[config.mk]
export PLATFORM = sky130hd
export DESIGN_NAME = query_host
export DESIGN_NICKNAME = d
export VERILOG_FILES = /design/src/pkg/query_host_pkg.sv /design/src/hw/query_expect.sv /design/src/hw/query_host.sv
export SDC_FILE = /design/constraint.sdc
export NUM_CORES = 1
export LEC_CHECK = 0
export ABC_AREA = 1
export BUFFER_PORTS_ARGS = -buffer_cell sky130_fd_sc_hd__buf_2
export CORE_ASPECT_RATIO = 2
export CORE_MARGIN = 3
export CORE_UTILIZATION = 25
export CTS_CLUSTER_DIAMETER = 40
export CTS_CLUSTER_SIZE = 40
export DETAILED_ROUTE_END_ITERATION = 8
export PLACE_DENSITY = 0.43
export SYNTH_ARGS = -nofsm -noshare
export SYNTH_HDL_FRONTEND = slang
export SYNTH_SLANG_ARGS = --single-unit
[constraint.sdc]
create_clock -name clk -period 2 [get_ports clk]
set_input_delay 0.4 -clock clk [delete_from_list [all_inputs] [get_ports clk]]
set_output_delay 0.4 -clock clk [all_outputs]
set_load 0.01 [all_outputs]
[src/pkg/query_host_pkg.sv]
// Notes on behaviour
// Write 98h at 55h word, AAh byte
// Word mode reads keep A7 upward zero
// Reset command ends query mode
// Query command also accepted from autoselect
// Reset from autoselect-entered query returns autoselect
// Words 10h-12h read 0051h,0052h,0059h
// Words 13h,14h read 0002h,0000h
// Words 15h,16h read 0040h,0000h
// Words 17h-1Ah read 0000h
// Words 1Bh,1Ch read 0017h,0019h
// Words 1Dh,1Eh read 0000h
// Words 1Fh-22h read 3,0,9,0
// Words 23h-26h read 5,0,4,0
// Word 27h reads 0015h
// Words 28h,29h read 0002h,0000h
// Words 2Ah,2Bh read 0000h
// Word 2Ch reads 0002h
// Words 2Dh-30h read 7,0,20h,0
// Words 31h-34h read 1Eh,0,0,1
// Words 35h-3Ch read 0000h
// Byte mode address is word index doubled
// Reset command ignores address bits
// Autoselect needs two unlocks then command
package query_host_pkg;
  localparam int          ADDR_W        = 20;
  localparam int          DATA_W        = 16;
  localparam logic [7:0]  CMD_QUERY     = 8'h98;
  localparam logic [7:0]  CMD_RESET     = 8'hF0;
  localparam logic [7:0]  CMD_UNLOCK1   = 8'hAA;
  localparam logic [7:0]  CMD_UNLOCK2   = 8'h55;
  localparam logic [7:0]  CMD_AUTOSEL   = 8'h90;
  localparam logic [19:0] ADR_QUERY_W   = 20'h00055;
  localparam logic [19:0] ADR_QUERY_B   = 20'h000AA;
  localparam logic [19:0] ADR_UNLOCK1_W = 20'h00555;
  localparam logic [19:0] ADR_UNLOCK2_W = 20'h002AA;
  localparam logic [19:0] ADR_UNLOCK1_B = 20'h00AAA;
  localparam logic [19:0] ADR_UNLOCK2_B = 20'h00555;
  localparam logic [19:0] ADR_RESET     = 20'h00000;
  localparam logic [5:0]  TBL_FIRST     = 6'h10;
  localparam logic [5:0]  TBL_LAST      = 6'h3C;
  // Bus cycle phase lengths in ns, converted to 8 ns cycles
  localparam int          CLK_NS        = 8;
  localparam int          T_SETUP_NS    = 30;
  localparam int          T_PULSE_NS    = 40;
  localparam int          T_ACC_NS      = 80;
  localparam int          T_HOLD_NS     = 20;
  localparam int          SETUP_CYC     = (T_SETUP_NS + CLK_NS - 1) / CLK_NS;
  localparam int          PULSE_CYC     = (T_PULSE_NS + CLK_NS - 1) / CLK_NS;
  localparam int          ACC_CYC       = (T_ACC_NS + CLK_NS - 1) / CLK_NS;
  localparam int          HOLD_CYC      = (T_HOLD_NS + CLK_NS - 1) / CLK_NS;
  localparam int          CNT_W         = 5;
endpackage

[src/hw/query_expect.sv]
`timescale 1ns/10ps
// Expected query table content by word index
module query_expect (
  input  wire logic [5:0]  idx,
  output logic      [15:0] value,
  output logic             in_table
);
  always_comb begin
    in_table = (idx >= query_host_pkg::TBL_FIRST) && (idx <= query_host_pkg::TBL_LAST);
    case (idx)
      6'h10: value = 16'h0051;
      6'h11: value = 16'h0052;
      6'h12: value = 16'h0059;
      6'h13: value = 16'h0002;
      6'h15: value = 16'h0040;
      6'h1B: value = 16'h0017;
      6'h1C: value = 16'h0019;
      6'h1F: value = 16'h0003;
      6'h21: value = 16'h0009;
      6'h23: value = 16'h0005;
      6'h25: value = 16'h0004;
      6'h27: value = 16'h0015;
      6'h28: value = 16'h0002;
      6'h2C: value = 16'h0002;
      6'h2D: value = 16'h0007;
      6'h2F: value = 16'h0020;
      6'h31: value = 16'h001E;
      6'h34: value = 16'h0001;
      // 14,16,17-1A,1D,1E,20,22,24,26,29-2B,2E,30,32,33,35-3C are zero
      default: value = 16'h0000;
    endcase
  end
endmodule

[src/hw/query_host.sv]
`timescale 1ns/10ps
// Host that walks the flash query table over the parallel bus and checks it
module query_host (
  input  wire logic        clk,
  input  wire logic        rst_n,
  input  wire logic        start,
  input  wire logic        byte_mode,
  input  wire logic        via_autosel,
  output logic             busy,
  output logic             done,
  output logic             match,
  output logic      [5:0]  fail_idx,
  output logic      [19:0] flash_addr,
  output logic      [15:0] flash_dq_out,
  output logic             flash_dq_oe,
  input  wire logic [15:0] flash_dq_in,
  output logic             flash_ce_n,
  output logic             flash_oe_n,
  output logic             flash_we_n,
  output logic             flash_byte_n
);
  typedef enum logic [5:0] {
    S_IDLE  = 6'h01,
    S_WR    = 6'h02,
    S_RD    = 6'h04,
    S_GAP   = 6'h08,
    S_NEXT  = 6'h10,
    S_DONE  = 6'h20
  } st_t;

  typedef enum logic [6:0] {
    P_UNL1 = 7'h01,
    P_UNL2 = 7'h02,
    P_AUTO = 7'h04,
    P_QRY  = 7'h08,
    P_TBL  = 7'h10,
    P_RST  = 7'h20,
    P_RST2 = 7'h40
  } ph_t;

  typedef struct packed {
    st_t         st;
    ph_t         ph;
    logic [4:0]  cnt;
    logic [5:0]  idx;
    logic        bm;
    logic        au;
    logic        busy;
    logic        done;
    logic        match;
    logic [5:0]  fail;
    logic [19:0] addr;
    logic [15:0] dq;
    logic        oe;
    logic        ce_n;
    logic        rd_n;
    logic        we_n;
    logic [2:0]  sync_v;
    logic [15:0] sy1;
    logic [15:0] sy2;
  } state_t;

  state_t s_r, s_nxt;
  logic [15:0] exp_val;
  logic        exp_in;
  logic [5:0]  rd_idx;

  query_expect u_exp (
    .idx      (rd_idx),
    .value    (exp_val),
    .in_table (exp_in)
  );
  assign rd_idx = s_r.idx;

  // Address for a table index: doubled in byte mode, high bits zero
  function automatic logic [19:0] tbl_addr(input logic [5:0] i, input logic bm);
    tbl_addr = bm ? {13'h0000, i, 1'b0} : {14'h0000, i};
  endfunction

  function automatic logic [19:0] cmd_addr(input ph_t p, input logic bm);
    case (p)
      P_UNL1:  cmd_addr = bm ? query_host_pkg::ADR_UNLOCK1_B : query_host_pkg::ADR_UNLOCK1_W;
      P_UNL2:  cmd_addr = bm ? query_host_pkg::ADR_UNLOCK2_B : query_host_pkg::ADR_UNLOCK2_W;
      P_AUTO:  cmd_addr = bm ? query_host_pkg::ADR_UNLOCK1_B : query_host_pkg::ADR_UNLOCK1_W;
      P_QRY:   cmd_addr = bm ? query_host_pkg::ADR_QUERY_B : query_host_pkg::ADR_QUERY_W;
      default: cmd_addr = query_host_pkg::ADR_RESET;
    endcase
  endfunction

  function automatic logic [7:0] cmd_data(input ph_t p);
    case (p)
      P_UNL1:  cmd_data = query_host_pkg::CMD_UNLOCK1;
      P_UNL2:  cmd_data = query_host_pkg::CMD_UNLOCK2;
      P_AUTO:  cmd_data = query_host_pkg::CMD_AUTOSEL;
      P_QRY:   cmd_data = query_host_pkg::CMD_QUERY;
      default: cmd_data = query_host_pkg::CMD_RESET;
    endcase
  endfunction

  localparam logic [4:0] C_SETUP = 5'(query_host_pkg::SETUP_CYC);
  localparam logic [4:0] C_PULSE = 5'(query_host_pkg::SETUP_CYC + query_host_pkg::PULSE_CYC);
  localparam logic [4:0] C_ACC   = 5'(query_host_pkg::SETUP_CYC + query_host_pkg::ACC_CYC);
  localparam logic [4:0] C_HOLD  = 5'(query_host_pkg::HOLD_CYC);

  always_comb begin
    s_nxt = s_r;
    s_nxt.done = 1'b0;
    s_nxt.sync_v = {s_r.sync_v[1:0], 1'b0};
    s_nxt.sy1 = flash_dq_in;
    s_nxt.sy2 = s_r.sy1;
    case (s_r.st)
      S_IDLE: begin
        if (start) begin
          s_nxt.bm    = byte_mode;
          s_nxt.au    = via_autosel;
          s_nxt.ph    = via_autosel ? P_UNL1 : P_QRY;
          s_nxt.idx   = query_host_pkg::TBL_FIRST;
          s_nxt.busy  = 1'b1;
          s_nxt.match = 1'b1;
          s_nxt.fail  = 6'h00;
          s_nxt.cnt   = 5'd0;
          s_nxt.st    = S_WR;
        end
      end
      S_WR: begin
        s_nxt.addr = cmd_addr(s_r.ph, s_r.bm);
        s_nxt.dq   = {8'h00, cmd_data(s_r.ph)};
        s_nxt.oe   = 1'b1;
        s_nxt.ce_n = 1'b0;
        s_nxt.cnt  = s_r.cnt + 5'd1;
        s_nxt.we_n = !(s_r.cnt >= C_SETUP && s_r.cnt < C_PULSE);
        if (s_r.cnt == C_PULSE) begin
          s_nxt.cnt = 5'd0;
          s_nxt.st  = S_GAP;
        end
      end
      S_RD: begin
        s_nxt.addr = tbl_addr(s_r.idx, s_r.bm);
        s_nxt.oe   = 1'b0;
        s_nxt.ce_n = 1'b0;
        s_nxt.rd_n = 1'b0;
        s_nxt.cnt  = s_r.cnt + 5'd1;
        if (s_r.cnt == C_ACC) begin
          s_nxt.sync_v = {s_r.sync_v[1:0], 1'b1};
        end
        if (s_r.sync_v[2]) begin
          // Sample taken two flops after the access window closes
          if (s_r.match && ((s_r.bm ? {8'h00, s_r.sy2[7:0]} : s_r.sy2) != exp_val)) begin
            s_nxt.match = 1'b0;
            s_nxt.fail  = s_r.idx;
          end
          s_nxt.cnt = 5'd0;
          s_nxt.st  = S_GAP;
        end
      end
      S_GAP: begin
        s_nxt.ce_n = 1'b1;
        s_nxt.rd_n = 1'b1;
        s_nxt.we_n = 1'b1;
        s_nxt.oe   = 1'b0;
        s_nxt.cnt  = s_r.cnt + 5'd1;
        if (s_r.cnt == C_HOLD) begin
          s_nxt.cnt = 5'd0;
          s_nxt.st  = S_NEXT;
        end
      end
      S_NEXT: begin
        s_nxt.st = S_WR;
        case (s_r.ph)
          P_UNL1: s_nxt.ph = P_UNL2;
          P_UNL2: s_nxt.ph = P_AUTO;
          P_AUTO: s_nxt.ph = P_QRY;
          P_QRY: begin
            s_nxt.ph = P_TBL;
            s_nxt.st = S_RD;
          end
          P_TBL: begin
            if (exp_in && s_r.idx != query_host_pkg::TBL_LAST) begin
              s_nxt.idx = s_r.idx + 6'd1;
              s_nxt.st  = S_RD;
            end else begin
              s_nxt.ph = P_RST;
            end
          end
          P_RST: begin
            // From autoselect a second reset reaches array reads
            if (s_r.au) s_nxt.ph = P_RST2;
            else s_nxt.st = S_DONE;
          end
          default: s_nxt.st = S_DONE;
        endcase
      end
      S_DONE: begin
        s_nxt.busy = 1'b0;
        s_nxt.done = 1'b1;
        s_nxt.st   = S_IDLE;
      end
      default: s_nxt.st = S_IDLE;
    endcase
    if (!rst_n) begin
      s_nxt = '0;
      s_nxt.st    = S_IDLE;
      s_nxt.ph    = P_QRY;
      s_nxt.ce_n  = 1'b1;
      s_nxt.rd_n  = 1'b1;
      s_nxt.we_n  = 1'b1;
    end
  end

  always_ff @(posedge clk) begin
    s_r <= s_nxt;
  end

  assign busy         = s_r.busy;
  assign done         = s_r.done;
  assign match        = s_r.match;
  assign fail_idx     = s_r.fail;
  assign flash_addr   = s_r.addr;
  assign flash_dq_out = s_r.dq;
  assign flash_dq_oe  = s_r.oe;
  assign flash_ce_n   = s_r.ce_n;
  assign flash_oe_n   = s_r.rd_n;
  assign flash_we_n   = s_r.we_n;
  assign flash_byte_n = !s_r.bm;
endmodule

==> out/results.md <==
- 0.857 — final weighted congestion in routability-driven placement
- dfxtp_2 — slowest cell on the critical path
- 25.6% — Starting Density
- 1.95 ns — clock period minus final worst setup slack
- 203 um — Vert. Die Dim
- 0.318 mV — IR Drop Worst-Case VDD
- 0.00463 W — total power
- done — TritonCTS clock tree
- 0 — number of antenna diodes
- 71 — number of cell rows
- 4870 um2 — total standard cell area after synthesis
- 3.26 nW — Pleak
- 31.7% — simple-gate share of the synthesized area
- 0 — Final Hold Fails
- clkbuf_16 — root buffer cell
- true — RSZ-0062 raised after global routing
- nand2_1, buf_4, dfxtp_1 — leading cell types in the layout, fill and taps excluded
- 0 — final setup violation count
- reg2reg — CP Class
- 0 — final slew viol count
- s_r[100] — beginning of the worst register-to-register path
- 2330 um2 — area of combinational cells with multiple inputs
- 9 — number of buffers created by CTS
- 0 — remaining antenna violation count after routing
- 0.899% — Post-Synth XOR/XNOR Area
- u_exp.value[1] — end of the worst register-to-register path
- 12.6% — GRT Overall Usage
- 0.08 ns — Reg clk slew, reported paths
- 4,323 — total number of vias
- 40.7% — fraction of post-synthesis cell area in the top cell type by area
- 2,142 — count of filler cells inserted in the layout
- 99 — Clock Sink Count
- -0.130 ns — Setup Slack @ Placement
- 45 — Yosys cell types
- 2 — number of buffer and inverter stages on the critical path
- 97.7% — fraction of the cycle the final worst path needs
- completed — status
- 54 — I/O Buffers
- 17 — Crit. path cell count
- 71 — count of boundary I/O pins
- 4.12 — detail-routed via count per cell
- simple AND/OR/NAND/NOR gates — kind of cell with the highest combined delay on the critical path
- 4,221 — via count of the first global-routing pass
- 5 — maximum net fanout on the critical path
- 727 nW/um2 — power per cell area
- 3 — Cells on Worst Hold Path
- 19,000 um2 — total core area
- 0% — proportion of synthesized area in mux cells
- 7.31 um2 — average size of a mapped cell
- register — critical path capture point type
- 0.34 ns — CP peak stage delay
- 0 — total global routing overflow
- 2 — deepest clock path buffer count
- simple AND/OR/NAND/NOR gates — combinational family with the most area after synthesis
- 47 — maximum number of pins on one net before global-route repair
- 0 — initial antenna violation count
- 12.6 um — DR WL/cell
- 8.14% — Synth Area in Compound Gates
- 10,400 um — placed wire-length estimate after detailed placement
- 666 — number of cells produced by synthesis
- 30.6% — growth of design area from synthesis to finish
- 0.0466 ns — final worst slack
- 99 — synthesis-stage register bit count
- 3 — CTS H-Tree Depth
- 0.36 ns — clock latency of the later-clocked register in the worst-skew pair
- 0 — count of synthesis-stage warnings from yosys
- register — crit path launch type
- 165 — DRT iter0 DRCs
- 20,800 um — first-pass GRT wire length
- 40.7% — post-synthesis sequential area ratio
- 21,300 um2 — overall die area
- 1990 um2 — area occupied by registers
- 0.00861 ns — final worst clock skew
- s_r[100] — launch point of the critical path
- 821 — nets
- 2.83% — synthesized-area fraction occupied by adder cells
- 0 — DRC Markers
- u_exp.value[1] — endpoint of the worst setup timing path
- 0.512 GHz — highest attainable clock frequency
- 2.26 ns — Crit path arrival time
- 0 — Maximum Capacitance Violations
- 2.31 ns — WP data required
- nand2_1 — most common cell after layout, fill and taps aside
- nor2_4 > nand2_2 > nor2_4 > nand2_2 > nand2_4 > nand2_4 > nand2_2 > nand2_2 > nand2_4 > buf_4 > ha_2 > inv_1 > nand2_1 > nand2_1 > o21ai_1 > nand2_1 > nand2_1 — Cell Chain, Critical Path
- 17 — r2r worst-path depth
- 6360 um2 — final design area excluding fillers
- 13,200 um — Total Routed Length
- 31.4% — fraction of layout cells with a size suffix above 1
- dfxtp_1 — largest area contributor in the netlist
- dfxtp_1, nand2_1, buf_4 — ranking of synthesized cells by area
- 5790 um2 — cell area after placement
- 0.05 ns — Reg2Reg Setup Slack
- in2reg — Hold WC Path Type
- 4 — detailed-router iteration count before antenna repair
- 105 um — die width
## cells in the mapped netlist
library cell / instances
a2111oi_0: 1
a211oi_1: 1
a21oi_1: 19
a22o_1: 3
a31oi_1: 5
a32oi_1: 1
buf_1: 2
buf_2: 1
buf_4: 45
buf_6: 1
clkbuf_1: 8
clkinv_1: 2
conb_1: 1
dfxtp_1: 99
ha_1: 11
inv_1: 87
inv_2: 8
inv_4: 1
nand2_1: 156
nand2_2: 6
nand2_4: 4
nand3_1: 34
nand3_2: 1
nand3_4: 2
nand3b_1: 1
nand4_1: 14
nand4_2: 1
nand4_4: 3
nor2_1: 75
nor2_2: 5
nor2_4: 5
nor2_8: 1
nor3_1: 7
nor3_2: 1
nor4_1: 2
nor4_2: 1
o2111ai_1: 1
o211ai_1: 1
o21ai_0: 29
o21ai_1: 6
o22ai_1: 2
o31ai_1: 2
or2_2: 5
xnor2_1: 1
xor2_1: 4
## per-layer routing
| metal | global-route usage [%] | wire length, um | part of all wire (%) |
|---|---|---|---|
| met5 | 0 | 0 | 0 |
| met2 | 25.9 | 7590 | 57 |
| met1 | 11.3 | 4700 | 36 |
| met4 | 7.09 | 446 | 3.4 |
| met3 | 1.90 | 495 | 3.7 |
## cells by family (layout without fill, tap and decap cells)
| group | count (synthesis) | count (layout) |
|---|---|---|
| and+or+nand+nor | 324 | 324 |
| buffers and inverters | 155 | 268 |
| DFF | 99 | 99 |
| AOI/OAI and AO/OA | 71 | 71 |
| adders and majority gates | 11 | 11 |
| xor gates and xnor gates | 5 | 5 |
| other | 1 | 16 |
## timing repair
action                     4_1_cts  5_1_grt
setup buffers                    4       11
pin swaps                        4       15
hold endpoints to repair         0        0
resized for setup               10       44
setup endpoints to repair        5       17
gates cloned                     0        0
hold buffers                     0        0
## cell type report
type                            instances  area share, %
Sequential cell                        99           31.3
Multi-Input combinational cell        427           36.6
Timing Repair Buffer                  154           16.6
Inverter                               98           5.90
Clock inverter                          7           1.02
Clock buffer                            9           3.54
Tap cell                              255           5.01
## stage by stage
stage	hold slack (ns)	setup TNS [ns]	instances	utilization [%]
6_report	0.214	0	1049	33.5
5_1_grt	0.215	-0.140	1049	33.5
4_1_cts	0.197	-0.0111	1038	32.3
3_5_place_dp	0.399	-0.344	1018	30.4
3_3_place_gp	0.395	-0.174	1018	30.4
2_1_floorplan	0.390	0	681	-
## worst min path at each step
stage	slack (ns)	end	startpoint
finish	0.21	s_r[18]	flash_dq_in[2]
global placement	0.39	s_r[9]	s_r[25]
floorplan	0.39	s_r[0]	s_r[16]
global route	0.22	s_r[17]	flash_dq_in[1]
CTS	0.20	s_r[18]	flash_dq_in[2]
detailed placement	0.40	s_r[3]	s_r[19]
## where the power goes
part | leakage, nW | switching [W] | internal [W]
Sequential | 0.813 | 0.0000446 | 0.00207
Combinational | 2.31 | 0.000448 | 0.000322
Clock | 0.141 | 0.000867 | 0.000878
Total | 3.26 | 0.00136 | 0.00327
## worst min-delay path: stages
cell and delay, ns:
buf_2 0.07, nand2_1 0.04, inv_1 0.04
## state kept, by name, indices dropped and copies added (netlist names)
signal,cells
u_exp.value,7
done,1
flash_addr,11
rd_idx,6
fail_idx,6
busy,1
flash_oe_n,1
s_r,55
flash_ce_n,1
flash_we_n,1
flash_dq_out,7
flash_dq_oe,1
match,1
No activity file was read; power rests on OpenSTA's default activity.
